`config.mk`:
```
export PLATFORM = sky130hd
export DESIGN_NAME = src_ctrl
export DESIGN_NICKNAME = d
export VERILOG_FILES = /design/src/hw/src_ctrl_pkg.sv /design/src/hw/load_admit.sv /design/src/hw/path_lock.sv /design/src/hw/src_ctrl.sv
export VERILOG_INCLUDE_DIRS = /design/src /design/src/hw
export SDC_FILE = /design/constraint.sdc
export NUM_CORES = 1
export LEC_CHECK = 0
export BUFFER_PORTS_ARGS = -buffer_cell sky130_fd_sc_hd__buf_2
export CORE_AREA = 4 4 265 267
export CTS_CLUSTER_SIZE = 12
export DETAILED_ROUTE_END_ITERATION = 8
export DIE_AREA = 0 0 269 271
export PLACE_DENSITY = 0.76
export SETUP_SLACK_MARGIN = 0.5
export SLEW_MARGIN = 10
export SYNTH_ARGS = -nofsm -noshare
export SYNTH_HDL_FRONTEND = slang
export SYNTH_SLANG_ARGS = --single-unit
```
`constraint.sdc`:
```
create_clock -name CLK_I -period 144.7 [get_ports CLK_I]
set_input_delay 21.705 -clock CLK_I [delete_from_list [all_inputs] [get_ports CLK_I]]
set_output_delay 21.705 -clock CLK_I [all_outputs]
set_load 0.03 [all_outputs]
```
`src/hw/src_ctrl_defs.svh`:
```
// Register map, field positions, reset values and timing counts
//**********************************************************************
// What this block does
//**********************************************************************
// What this block does
// - Read-only status: bits 3..0 reverse-left, reverse-right, forward-left, forward-right on
// - First async rate field: codes 00..02 main, 08/09 secondary, resets to 00
// - Second async rate field at bits 15:11, same codes, resets to 08
// - Two isochronous converters, each with two stereo paths on one domain
// - Each iso upconvert channel runs only while its own enable is set
// - Each iso downconvert channel runs only while its own enable is set
// - Iso path enable is refused when its clock budget is exhausted
// - A refused enable never disturbs paths that are already running
// - Per-mixer status shows which mixers really became enabled
// - Async path enable is refused when its clock budget is exhausted
// - Per-path lock status for the four async paths is kept and driven out to interrupt logic
// - Iso high and low fields at bits 15:11, reset 00, same codes
`ifndef SRC_CTRL_DEFS_SVH
`define SRC_CTRL_DEFS_SVH

`define RATE_MSB 15
`define RATE_LSB 11
`define SEC_DOMAIN_BIT 3
`define RATE_FIRST_RST 5'h00
`define RATE_SECOND_RST 5'h08
`define ISO_RATE_RST 5'h00
`define ISO_UP1_BIT 15
`define ISO_UP2_BIT 14
`define ISO_DN1_BIT 9
`define ISO_DN2_BIT 8

`define IDX_ASYNC_ENA 14'h0EE0
`define IDX_ASYNC_STS 14'h0EE1
`define IDX_RATE_ONE 14'h0EE2
`define IDX_RATE_TWO 14'h0EE3
`define IDX_LOCK_STS 14'h0EE4
`define IDX_REJECT 14'h0EE5
`define IDX_CAPACITY 14'h0EE8
`define IDX_ISO_BASE 14'h0EF0
`define ISO_STRIDE 14'h0003
`define IDX_MIX_STS 14'h0EF8

`define CAP_MAIN_RST 8'h10
`define CAP_SEC_RST 8'h10
`define MIX_REJECT_BIT 15
`define PATH_COUNT 12
`define CLK_MHZ 50
`define LOCK_TIME_US 100
`define LOCK_CYCLES (`LOCK_TIME_US * `CLK_MHZ)

`endif

```
`src/hw/src_ctrl_pkg.sv`:
```
// Types shared by the converter control block
package src_ctrl_pkg;

  typedef struct packed {
    logic [4:0] first;
    logic [4:0] second;
  } async_rates_t;

  typedef struct packed {
    logic [4:0] high;
    logic [4:0] low;
  } iso_rates_t;

  typedef struct packed {
    logic [1:0] iso2_down;
    logic [1:0] iso2_up;
    logic [1:0] iso1_down;
    logic [1:0] iso1_up;
    logic [3:0] async_on;
  } path_run_t;

endpackage : src_ctrl_pkg

```
`src/hw/load_admit.sv`:
```
// Clock-budget admission of path and mixer enable requests
`timescale 1ns/1ps
`include "src_ctrl_defs.svh"
module load_admit #(
  parameter int N = 16
) (
  input wire logic clk,
  input wire logic rstn,
  input wire logic [N-1:0] req_i,
  input wire logic [N-1:0] dom_i,
  input wire logic eval_i,
  input wire logic [7:0] cap_main_i,
  input wire logic [7:0] cap_sec_i,
  output logic [N-1:0] run_o,
  output logic [N-1:0] reject_o
);
  logic [N-1:0] next_run;
  logic [N-1:0] next_reject;
  logic [8:0] used_main;
  logic [8:0] used_sec;

  always_comb
  begin
    used_main = 9'h000;
    used_sec = 9'h000;
    next_run = '0;
    next_reject = '0;
    // Running paths are counted first so they are never bumped
    for (int i = 0; i < N; i++)
    begin
      if (req_i[i] && run_o[i])
      begin
        next_run[i] = 1'b1;
        if (dom_i[i])
          used_sec = used_sec + 9'h001;
        else
          used_main = used_main + 9'h001;
      end
    end
    for (int i = 0; i < N; i++)
    begin
      if (req_i[i] && !run_o[i] && eval_i)
      begin
        if (dom_i[i] ? (used_sec < {1'b0, cap_sec_i}) : (used_main < {1'b0, cap_main_i}))
        begin
          next_run[i] = 1'b1;
          if (dom_i[i])
            used_sec = used_sec + 9'h001;
          else
            used_main = used_main + 9'h001;
        end
        else
          next_reject[i] = 1'b1;
      end
    end
  end

  always_ff @(posedge clk)
  begin
    if (!rstn)
      run_o <= '0;
    else
      run_o <= next_run;
  end

  always_ff @(posedge clk)
  begin
    if (!rstn)
      reject_o <= '0;
    else
      reject_o <= next_reject;
  end

endmodule : load_admit

```
`src/hw/path_lock.sv`:
```
// Per-path lock timers; relock after enable or rate change
`timescale 1ns/1ps
module path_lock #(
  parameter int N = 4,
  parameter int CYC = 5000
) (
  input wire logic clk,
  input wire logic rstn,
  input wire logic [N-1:0] run_i,
  input wire logic [N-1:0] restart_i,
  output logic [N-1:0] lock_o
);
  localparam int CW = $clog2(CYC + 1);
  localparam logic [CW-1:0] LAST = CW'(CYC);
  logic [CW-1:0] count [N];

  always_ff @(posedge clk)
  begin
    for (int i = 0; i < N; i++)
    begin
      if (!rstn || !run_i[i] || restart_i[i])
        count[i] <= '0;
      else if (count[i] != LAST)
        count[i] <= count[i] + CW'(1);
    end
  end

  always_ff @(posedge clk)
  begin
    for (int i = 0; i < N; i++)
    begin
      if (!rstn)
        lock_o[i] <= 1'b0;
      else
        lock_o[i] <= run_i[i] && !restart_i[i] && (count[i] == LAST);
    end
  end

endmodule : path_lock

```
`src/hw/src_ctrl.sv`:
```
// Sample-rate converter control: APB registers, admission, lock
`timescale 1ns/1ps
`include "src_ctrl_defs.svh"
module src_ctrl
  import src_ctrl_pkg::*;
#(
  parameter int MIX_N = 8,
  parameter int LOCK_CYC = `LOCK_CYCLES,
  parameter logic [7:0] CAP_MAIN = `CAP_MAIN_RST,
  parameter logic [7:0] CAP_SEC = `CAP_SEC_RST
) (
  input wire logic CLK_I,
  input wire logic RSTN_I,
  input wire logic PSEL_I,
  input wire logic PENABLE_I,
  input wire logic PWRITE_I,
  input wire logic [15:0] PADDR_I,
  input wire logic [31:0] PWDATA_I,
  output logic [31:0] PRDATA_O,
  output logic PREADY_O,
  output logic PSLVERR_O,
  input wire logic [MIX_N-1:0] MIX_REQ_I,
  input wire logic [MIX_N-1:0] MIX_DOM_I,
  output logic [MIX_N-1:0] MIX_RUN_O,
  output src_ctrl_pkg::path_run_t PATH_RUN_O,
  output src_ctrl_pkg::async_rates_t ASYNC_RATES_O,
  output src_ctrl_pkg::iso_rates_t ISO1_RATES_O,
  output src_ctrl_pkg::iso_rates_t ISO2_RATES_O,
  output logic [3:0] LOCK_O
);
  import src_ctrl_pkg::*;

  localparam int NP = `PATH_COUNT;
  localparam int NA = NP + MIX_N;

  //**********************************************************************
  // Helpers
  //**********************************************************************
  function automatic logic [4:0] rate_field(input logic [31:0] d);
    rate_field = d[`RATE_MSB:`RATE_LSB];
  endfunction : rate_field

  function automatic logic [31:0] rate_word(input logic [4:0] r);
    rate_word = 32'h0000_0000;
    rate_word[`RATE_MSB:`RATE_LSB] = r;
  endfunction : rate_word

  function automatic logic [13:0] iso_idx(input int n, input int k);
    iso_idx = `IDX_ISO_BASE + 14'(n) * `ISO_STRIDE + 14'(k);
  endfunction : iso_idx

  function automatic logic [3:0] iso_ena_field(input logic [31:0] d);
    iso_ena_field = {d[`ISO_UP1_BIT], d[`ISO_UP2_BIT], d[`ISO_DN1_BIT], d[`ISO_DN2_BIT]};
  endfunction : iso_ena_field

  function automatic logic [31:0] iso_ena_word(input logic [3:0] e);
    iso_ena_word = 32'h0000_0000;
    iso_ena_word[`ISO_UP1_BIT] = e[3];
    iso_ena_word[`ISO_UP2_BIT] = e[2];
    iso_ena_word[`ISO_DN1_BIT] = e[1];
    iso_ena_word[`ISO_DN2_BIT] = e[0];
  endfunction : iso_ena_word

  //**********************************************************************
  // Bus decode
  //**********************************************************************
  logic [13:0] idx;
  logic aligned;
  logic setup;
  logic wr_en;
  logic wr_q;
  logic [31:0] rd_data;
  logic rd_hit;

  assign idx = PADDR_I[15:2];
  assign aligned = (PADDR_I[1:0] == 2'b00);
  assign setup = PSEL_I && !PENABLE_I;
  assign wr_en = PSEL_I && PENABLE_I && PWRITE_I && aligned;
  // Zero wait states; read data is captured in the setup cycle
  assign PREADY_O = 1'b1;

  //**********************************************************************
  // Software registers
  //**********************************************************************
  logic [3:0] async_ena;
  logic [4:0] rate_first;
  logic [4:0] rate_second;
  logic [4:0] iso_high [2];
  logic [4:0] iso_low [2];
  logic [3:0] iso_ena [2];
  logic [7:0] cap_main;
  logic [7:0] cap_sec;
  logic [15:0] reject;
  logic [3:0] rate_chg;

  always_ff @(posedge CLK_I)
  begin
    if (!RSTN_I)
      async_ena <= 4'h0;
    else if (wr_en && idx == `IDX_ASYNC_ENA)
      async_ena <= PWDATA_I[3:0];
  end

  always_ff @(posedge CLK_I)
  begin
    if (!RSTN_I)
    begin
      rate_first <= `RATE_FIRST_RST;
      rate_second <= `RATE_SECOND_RST;
    end
    else if (wr_en)
    begin
      if (idx == `IDX_RATE_ONE)
        rate_first <= rate_field(PWDATA_I);
      if (idx == `IDX_RATE_TWO)
        rate_second <= rate_field(PWDATA_I);
    end
  end

  // A write to either async rate register upsets both directions, so all four async paths relock
  always_ff @(posedge CLK_I)
  begin
    if (!RSTN_I)
      rate_chg <= 4'h0;
    else if (wr_en && (idx == `IDX_RATE_ONE || idx == `IDX_RATE_TWO))
      rate_chg <= 4'hF;
    else
      rate_chg <= 4'h0;
  end

  always_ff @(posedge CLK_I)
  begin
    for (int n = 0; n < 2; n++)
    begin
      if (!RSTN_I)
      begin
        iso_high[n] <= `ISO_RATE_RST;
        iso_low[n] <= `ISO_RATE_RST;
        iso_ena[n] <= 4'h0;
      end
      else if (wr_en)
      begin
        if (idx == iso_idx(n, 0))
          iso_high[n] <= rate_field(PWDATA_I);
        if (idx == iso_idx(n, 1))
          iso_low[n] <= rate_field(PWDATA_I);
        if (idx == iso_idx(n, 2))
          iso_ena[n] <= iso_ena_field(PWDATA_I);
      end
    end
  end

  always_ff @(posedge CLK_I)
  begin
    if (!RSTN_I)
    begin
      cap_main <= CAP_MAIN;
      cap_sec <= CAP_SEC;
    end
    else if (wr_en && idx == `IDX_CAPACITY)
    begin
      cap_main <= PWDATA_I[7:0];
      cap_sec <= PWDATA_I[15:8];
    end
  end

  // Admission is judged the cycle after a write so it sees new fields
  always_ff @(posedge CLK_I)
  begin
    if (!RSTN_I)
      wr_q <= 1'b0;
    else
      wr_q <= wr_en;
  end

  //**********************************************************************
  // Admission of paths and mixers
  //**********************************************************************
  logic [MIX_N-1:0] mix_q;
  logic [NA-1:0] req;
  logic [NA-1:0] dom;
  logic [NA-1:0] run;
  logic [NA-1:0] rej;
  logic eval;

  always_ff @(posedge CLK_I)
  begin
    if (!RSTN_I)
      mix_q <= '0;
    else
      mix_q <= MIX_REQ_I;
  end

  // A rising mixer request is judged at once; a refused one is judged again on any rising request or register write
  assign eval = wr_q || |(MIX_REQ_I & ~mix_q);

  always_comb
  begin
    req = '0;
    dom = '0;
    req[3:0] = async_ena;
    dom[1:0] = {2{rate_first[`SEC_DOMAIN_BIT]}};
    dom[3:2] = {2{rate_second[`SEC_DOMAIN_BIT]}};
    for (int n = 0; n < 2; n++)
    begin
      req[4 + 4 * n +: 2] = iso_ena[n][3:2];
      req[6 + 4 * n +: 2] = iso_ena[n][1:0];
      // The high field names the converter's domain
      dom[4 + 4 * n +: 4] = {4{iso_high[n][`SEC_DOMAIN_BIT]}};
    end
    req[NP +: MIX_N] = MIX_REQ_I;
    dom[NP +: MIX_N] = MIX_DOM_I;
  end

  load_admit #(
    .N(NA)
  ) u_admit (
    .clk(CLK_I),
    .rstn(RSTN_I),
    .req_i(req),
    .dom_i(dom),
    .eval_i(eval),
    .cap_main_i(cap_main),
    .cap_sec_i(cap_sec),
    .run_o(run),
    .reject_o(rej)
  );

  // Sticky refusal record; write one to clear, a new refusal wins
  always_ff @(posedge CLK_I)
  begin
    if (!RSTN_I)
      reject <= 16'h0000;
    else
    begin
      for (int i = 0; i < 16; i++)
      begin
        if (i < NP && rej[i])
          reject[i] <= 1'b1;
        else if (i == `MIX_REJECT_BIT && |rej[NP +: MIX_N])
          reject[i] <= 1'b1;
        else if (wr_en && idx == `IDX_REJECT && PWDATA_I[i])
          reject[i] <= 1'b0;
      end
    end
  end

  //**********************************************************************
  // Lock tracking
  //**********************************************************************
  logic [3:0] lock;

  path_lock #(
    .N(4),
    .CYC(LOCK_CYC)
  ) u_lock (
    .clk(CLK_I),
    .rstn(RSTN_I),
    .run_i(run[3:0]),
    .restart_i(rate_chg),
    .lock_o(lock)
  );

  //**********************************************************************
  // Outputs
  //**********************************************************************
  assign PATH_RUN_O.async_on = run[3:0];
  assign PATH_RUN_O.iso1_up = run[5:4];
  assign PATH_RUN_O.iso1_down = run[7:6];
  assign PATH_RUN_O.iso2_up = run[9:8];
  assign PATH_RUN_O.iso2_down = run[11:10];
  assign MIX_RUN_O = run[NP +: MIX_N];
  assign LOCK_O = lock;
  assign ASYNC_RATES_O.first = rate_first;
  assign ASYNC_RATES_O.second = rate_second;
  assign ISO1_RATES_O.high = iso_high[0];
  assign ISO1_RATES_O.low = iso_low[0];
  assign ISO2_RATES_O.high = iso_high[1];
  assign ISO2_RATES_O.low = iso_low[1];

  //**********************************************************************
  // Read path
  //**********************************************************************
  always_comb
  begin
    rd_data = 32'h0000_0000;
    rd_hit = aligned;
    case (idx)
      `IDX_ASYNC_ENA: rd_data[3:0] = async_ena;
      `IDX_ASYNC_STS: rd_data[3:0] = run[3:0];
      `IDX_RATE_ONE: rd_data = rate_word(rate_first);
      `IDX_RATE_TWO: rd_data = rate_word(rate_second);
      `IDX_LOCK_STS: rd_data[3:0] = lock;
      `IDX_REJECT: rd_data[15:0] = reject;
      `IDX_CAPACITY: rd_data[15:0] = {cap_sec, cap_main};
      `IDX_MIX_STS: rd_data[MIX_N-1:0] = run[NP +: MIX_N];
      default:
      begin
        rd_hit = 1'b0;
        for (int n = 0; n < 2; n++)
        begin
          if (idx == iso_idx(n, 0))
          begin
            rd_data = rate_word(iso_high[n]);
            rd_hit = aligned;
          end
          if (idx == iso_idx(n, 1))
          begin
            rd_data = rate_word(iso_low[n]);
            rd_hit = aligned;
          end
          if (idx == iso_idx(n, 2))
          begin
            rd_data = iso_ena_word(iso_ena[n]);
            rd_hit = aligned;
          end
        end
      end
    endcase
    if (!rd_hit)
      rd_data = 32'h0000_0000;
  end

  // Captured at setup so the zero-wait access phase has stable data
  always_ff @(posedge CLK_I)
  begin
    if (!RSTN_I)
    begin
      PRDATA_O <= 32'h0000_0000;
      PSLVERR_O <= 1'b0;
    end
    else if (setup)
    begin
      PRDATA_O <= PWRITE_I ? 32'h0000_0000 : rd_data;
      // Status registers refuse writes as well as unmapped words
      PSLVERR_O <= !rd_hit || (PWRITE_I && (idx == `IDX_ASYNC_STS ||
        idx == `IDX_LOCK_STS || idx == `IDX_MIX_STS));
    end
  end

endmodule : src_ctrl

```
; After elaboration in Yosys (flattened, before gate mapping)
; Memory sizes are Yosys's and may differ from the RTL's.
; Cells that the tools add are included.
[word_totals]
ff_bits = 133
mem_bits_rw = 80
input_bits = 69
out_inout_bits = 88
wordCells = 770
memories = 4
[op_classes]
add_sub_neg = 80
magnitude_cmp = 40
n_eq_ne = 22
mux = 395
n_bitwise = 12
n_reduce_logical = 172
[memory_table]
columns = memory, depth, word_bits, rd, rd_ports_with_merged_regs, write_ports, line_no
row1 = u_lock.count, 4, 13, 4, 0, 4, path_lock.sv:15  ; logic [CW-1:0] count [N];
row2 = iso_high, 2, 5, 2, 0, 2, src_ctrl.sv:88  ; logic [4:0] iso_high [2];
row3 = iso_low, 2, 5, 2, 0, 2, src_ctrl.sv:89  ; logic [4:0] iso_low [2];
row4 = iso_ena, 2, 4, 2, 0, 2, src_ctrl.sv:90  ; logic [3:0] iso_ena [2];
[ops]
columns = operator, n
row1 = $mux W9, 192
row2 = $add A9 B1 Y9 const B, 76
row3 = $lt A9 B8 Y1, 40
row4 = $mux W32, 7
row5 = $eq A14 B12 Y1 const B, 14
row6 = $mux W1, 180
row7 = $logic_and A1 B1 Y1, 90
row8 = $add A13 B1 Y13 const B, 4
row9 = $eq A13 B13 Y1 const B, 4
row10 = $mux W13, 4
row11 = $ne A13 B13 Y1 const B, 4
row12 = $reduce_and A2 Y1, 22
row13 = $pmux W8 S5, 1
row14 = $mux W16, 2
row15 = $pmux W4 S7, 1
row16 = $logic_not A1 Y1, 27
row17 = $reduce_bool A2 Y1, 13
row18 = $reduce_or A8 Y1, 3
row19 = $mux W5, 4
row20 = $pmux W4 S4, 1
row21 = $logic_or A1 B1 Y1, 13
row22 = $mux W4, 3
row23 = $or A1 B1 Y1, 10
row24 = $and A8 B8 Y8, 1
row25 = 5 further kinds, 5

; Longest topological paths before layout
[logic_depth]
ltp_word = 139
ltp_mapped = 306
mapped_depth_nobuf = 303

; Hierarchy
; From an unflattened synthesis, not the netlist that was laid out.
[unflattened]
hier_cells = 4330
hier_area_um2 = 34257.9
[by_module_without_submodules]
columns = mod, instances, cells_each, area_each_um2, seq_area_each_um2
row1 = load_admit, 1, 3546, 26347.8, 800.8
row2 = src_ctrl, 1, 498, 4889.7, 2242.2
row3 = path_lock, 1, 286, 3020.4, 1641.6

; Worst setup path before layout
; OpenSTA, ideal clock, no wires.
[synth_timing]
kind = input -> register
start = input port MIX_DOM_I[0]
end = register u_admit.reject_o[19]
setup_time_ns = 0.116
t_arrival_ns = 72.641
t_required_ns = 144.584
setup_slack_ns = 71.944
cell_stages = 258
n_path_buf = 4
cell_sequence = clkbuf_1 > or2_2 > clkbuf_1 > xnor2_1 > ha_1 > nand2_1 > nand2_1 > ha_1 > nor4bb_1 > a31oi_1 > ha_1 > a211oi_1 > a22o_1 > a41oi_1 > ha_1 > nand2_1 > inv_1 > or2_2 > (+222 left out) > a21o_1 > a2111oi_0 > nand2_1 > nor4_1 > and3_2 > o311ai_0 > a21oi_2 > or2_1 > nand2_1 > or3_1 > nand2b_1 > xnor2_1 > ha_1 > o31a_1 > o21a_1 > o21ai_1 > a221oi_2 > and3_1
[synth_via]
elab_chain_len = 102
word_cells_on_any_way = 259
cone_classes = add/sub: 52 / order compare: 40 / mux: 167
[synth_rtl]
columns = item, line_no
row1 = "start, declared", src_ctrl.sv:23  ; input wire logic [MIX_N-1:0] MIX_DOM_I,
row2 = $mux W9, load_admit.sv:34  ; if (dom_i[i])
row3 = $mux W9, load_admit.sv:31  ; if (req_i[i] && run_o[i])
row4 = $add A9 B1 Y9 (on tied branches), "load_admit.sv:37, load_admit.sv:35"
row5 = $mux W9, load_admit.sv:34
row6 = $mux W9, load_admit.sv:31
row7 = $add A9 B1 Y9 (on tied branches), "load_admit.sv:37, load_admit.sv:35"
row8 = $mux W9, load_admit.sv:34
row9 = $mux W9, load_admit.sv:31
row10 = (+85 left out), --
row11 = $mux W9, load_admit.sv:44  ; if (dom_i[i] ? (used_sec < {1'b0, cap_sec_i}) : (used_main < {1'b0, cap_main_i}))
row12 = $mux W9, load_admit.sv:42  ; if (req_i[i] && !run_o[i] && eval_i)
row13 = "$add A9 B1 Y9, or another cell as far along", load_admit.sv:50  ; used_main = used_main + 9'h001;
row14 = $mux W9 / $mux W1 (equally long branches), "load_admit.sv:47, load_admit.sv:44"
row15 = $mux W9, load_admit.sv:44
row16 = $mux W9, load_admit.sv:42
row17 = $lt A9 B8 Y1, load_admit.sv:44
row18 = $mux W1 (*) (2 in a row), load_admit.sv:44
row19 = "end signal, assigned", load_admit.sv:71  ; reject_o <= next_reject;
row20 = "end, declared", load_admit.sv:15  ; output logic [N-1:0] reject_o
; Mark *: on every way between the ends. The rest lies on a longest branch, timed or not.
; A chain may end at the register's enable or synchronous reset.

; Final worst setup path
; Same ends and word-level chain as after synthesis.

==> summary.md <==
| Metric | Value |
|---|---|
| Outcome | `finished, final reports clean` |
| GRT met3 Usage | `4.165%` |
| Setup ws final | `60.60 ns` |
| CP Capture Type | `flip-flop` |
| Mapped Avg Cell Area | `7.873 um2` |
| Gr usage total | `28.18%` |
| Slowest stage delay, CP | `0.96 ns` |
| Most common cell after layout, fill and taps aside | `nand2_1` |
| Seq. cell area | `0.004684 mm2` |
| Clk_lat worst skew | `0.47 ns` |
| Worst-Margin Slew | `1.184 ns` |
| CP top delay family | `compound AO/OA/AOI/OAI gates` |
| CTS buffer count | `17` |
| Critical path's most frequent cell | `ha_1` |
| Max-cap violations | `0` |
| # rows | `96` |
| DIE AREA | `0.07290 mm2` |
| Placement Setup Slack | `61.69 ns` |
| DR iter-0 viols | `3088` |
| Post-synthesis cell count | `4289` |
| Max VDD drop | `0.007737 mV` |
| CTS sink cnt | `194` |
| CP Buf/Inv Count | `15` |
| Hold slack | `0.4415 ns` |
| Share of flip-flops with an asynchronous set or reset | `0%` |
| Post-CTS setup buffer count | `0` |
| Max Slew Vio Count | `0` |
| Fillers | `6474` |
| Most frequent cells in the layout | `nand2_1 (452), nor2_1 (428), ha_1 (361)` |
| Final Setup Violations | `0` |
| Clock-pin slew on the worst setup and hold paths | `0.09 ns` |
| Critical path launch point type | `primary input` |
| Die Ht | `271 um` |
| Post-cts sizing count | `0` |
| Lkg Pwr | `0.01548 uW` |
| Initial antenna violation count | `3` |
| Tmin final | `84.10 ns` |
| Number of synthesized flops with an enable pin | `80` |
| H-Tree Depth | `4` |
| Cell variety after synth | `161` |
| Worst hold path class | `reg -> reg` |
| Clock Tree Root | `clkbuf_16` |
| Worst Path Required | `145.12 ns` |
| Syn Std Cell Area | `0.03377 mm2` |
| Number of routed nets with antenna violations | `0` |
| Synth-to-Final Area Change | `5.844%` |
| Clock Path Buffers | `2` |
| Register bit total from synthesis | `194` |
| Hold path depth | `2` |
| Port bufs | `123` |
| Final worst-path cycle share | `58.12%` |
| GR Layer Usage met1 | `37.29%` |
| Power Density | `8.137 mW/mm2` |
| Synth Flop Type | `dfxtp_1` |
| Initial Utilization | `49.58%` |
| Hold Fails Final Rpt | `0` |
| DR vias | `33090` |
| Worst-path fanout max | `16` |
| Met2 Resource Use GR | `44.78%` |
| R2R cell count | `282` |
| Vias in the first global route | `30440` |
| WL/cell | `20.38 um` |
| Sequential element share of the synthesized area | `13.87%` |
| First-pass DRT Iterations | `6` |
| Slowest CP cell | `a2111oi_0` |
| Nets@finish | `4785` |
| Most Crowded Layer GR | `met2` |
| Critical Path AT | `84.51 ns` |
| CTS Hold Buffers Added | `0` |
| DP HPWL | `83200 um` |
| Final core occ | `52.48%` |
| Worst Skew | `0.02144 ns` |
| Core Box Area | `0.06811 mm2` |
| Vias per cell | `6.300` |
| Number of synthesis warnings | `0` |
| Setup TNS | `0 ns` |
| Grt total ovfl | `0` |
| Largest net degree at the start of global routing | `74` |
| CTS tree | `done` |
| Final GP Congestion | `0.9946` |
| Fmax | `11.89 MHz` |
| WL final | `107100 um` |
| First-pass GRT wire length | `166000 um` |
| Area occupied by multi-input gates | `0.02769 mm2` |
| Unrepaired setup endpoints after global routing | `no` |
| Layout cells sized above 1 | `11.72%` |
| I/O pin total | `157` |
| Max transition margin | `20.91%` |
| Number of cells on the critical path | `251` |
| Horiz. Die Dim | `269 um` |
| Remaining DRCs | `0` |
| Crit path kind | `in -> reg` |
## state kept, by name (all words and copies together) (netlist names), 8 cells and up
register	count
u_lock.count	52
PRDATA_O	16
iso_ena	8
iso_low	10
cap_main	8
u_admit.run_o	20
mix_q	8
u_admit.reject_o	20
cap_sec	8
iso_high	10
reject	13
## final timing paths
check	start	slack (ns)	end
max	MIX_DOM_I[0]	60.60	u_admit.reject_o[19]
min	u_admit.reject_o[7]	0.44	reject[7]
max reg2reg	u_admit.run_o[0]	74.62	u_admit.reject_o[19]
min reg2reg	u_admit.reject_o[7]	0.44	reject[7]
## cells in the mapped netlist, types with 19 or more instances
| library cell | number | share of area [%] |
|---|---|---|
| inv_2 | 19 | 0.21 |
| nor3b_1 | 26 | 0.58 |
| edfxtp_1 | 80 | 7.1 |
| inv_1 | 174 | 1.9 |
| o21ai_0 | 182 | 2.7 |
| or2_2 | 27 | 0.50 |
| xnor3_1 | 22 | 1.5 |
| mux2_2 | 40 | 1.3 |
| xnor2_1 | 200 | 5.2 |
| o211ai_1 | 36 | 0.80 |
| a21o_1 | 106 | 2.4 |
| nor2b_1 | 59 | 1.1 |
| and3_1 | 89 | 1.6 |
| clkbuf_1 | 77 | 0.86 |
| dfxtp_1 | 114 | 6.8 |
| and2_1 | 65 | 1.2 |
| o21a_1 | 43 | 0.96 |
| ha_1 | 361 | 13 |
| nand2b_1 | 51 | 0.94 |
| nor2_1 | 428 | 4.8 |
| a21oi_1 | 272 | 4.0 |
| nand4_1 | 87 | 1.6 |
| a31oi_1 | 37 | 0.69 |
| xnor2_2 | 36 | 1.7 |
| nor3_1 | 99 | 1.5 |
| xor2_1 | 120 | 3.1 |
| a211oi_1 | 30 | 0.67 |
| nand2_1 | 452 | 5.0 |
| xnor2_4 | 22 | 1.8 |
| nand3b_1 | 32 | 0.71 |
| nor4_1 | 30 | 0.56 |
| mux2i_1 | 97 | 2.9 |
| nand3_1 | 172 | 2.5 |
| or3_1 | 37 | 0.69 |
| buf_4 | 22 | 0.49 |
## metal layers
metal	wire, um	part of all wire (%)	vias to the layer above
met5	0	0	-
met4	6052	5.7	0
met3	8894	8.3	306
met2	47240	44	1441
met1	44870	42	15500
li1	-	-	15840
## per-stage QoR
stage,std cells,total power [uW],area [um2]
final,5252,290.8,35740
after detailed placement,5218,236.9,35110
after global placement,5218,232.2,35110
after global routing,5251,315.3,35740
after CTS,5250,288.6,35730
after floorplan,4304,199.1,33820
## where the power goes
part | internal, uW | switching (uW) | leakage [uW] | total (uW)
sequential | 57.8 | 2.48 | 0.00183 | 60.3
combinational | 73.6 | 106 | 0.0133 | 179
clock | 25.4 | 25.9 | 0.000308 | 51.3
## cell type report
class,instances,area share [%]
repair buffers,159,2.479
clock inverters,13,0.4236
well taps,882,3.088
diodes,2,0.01400
clock buffers,19,1.330
flip-flops and latches,194,13.11
inverters,196,2.069
multi-input cells,3787,77.49
## cell families after synthesis
kind of cell	Yosys count	synth area share (%)
simple gates	1802	27.45
compound gates	1021	20.72
xor+xnor	437	15.57
fa+ha+maj	362	13.41
buf+inv	323	4.306
flops	194	13.87
mux	148	4.654
other cells	2	0.02224
## worst reg2reg max path: cells and delay by family (launching register included)
kind / cells / cell delay, ns
compound gates: 111 / 27.21
simple gates: 96 / 21.88
fa+ha+maj: 33 / 9.96
xor+xnor: 19 / 6.76
buf+inv: 17 / 2.14
mux: 6 / 1.48
flops: 1 / 0.61
Power figures use the tool's default switching activity.
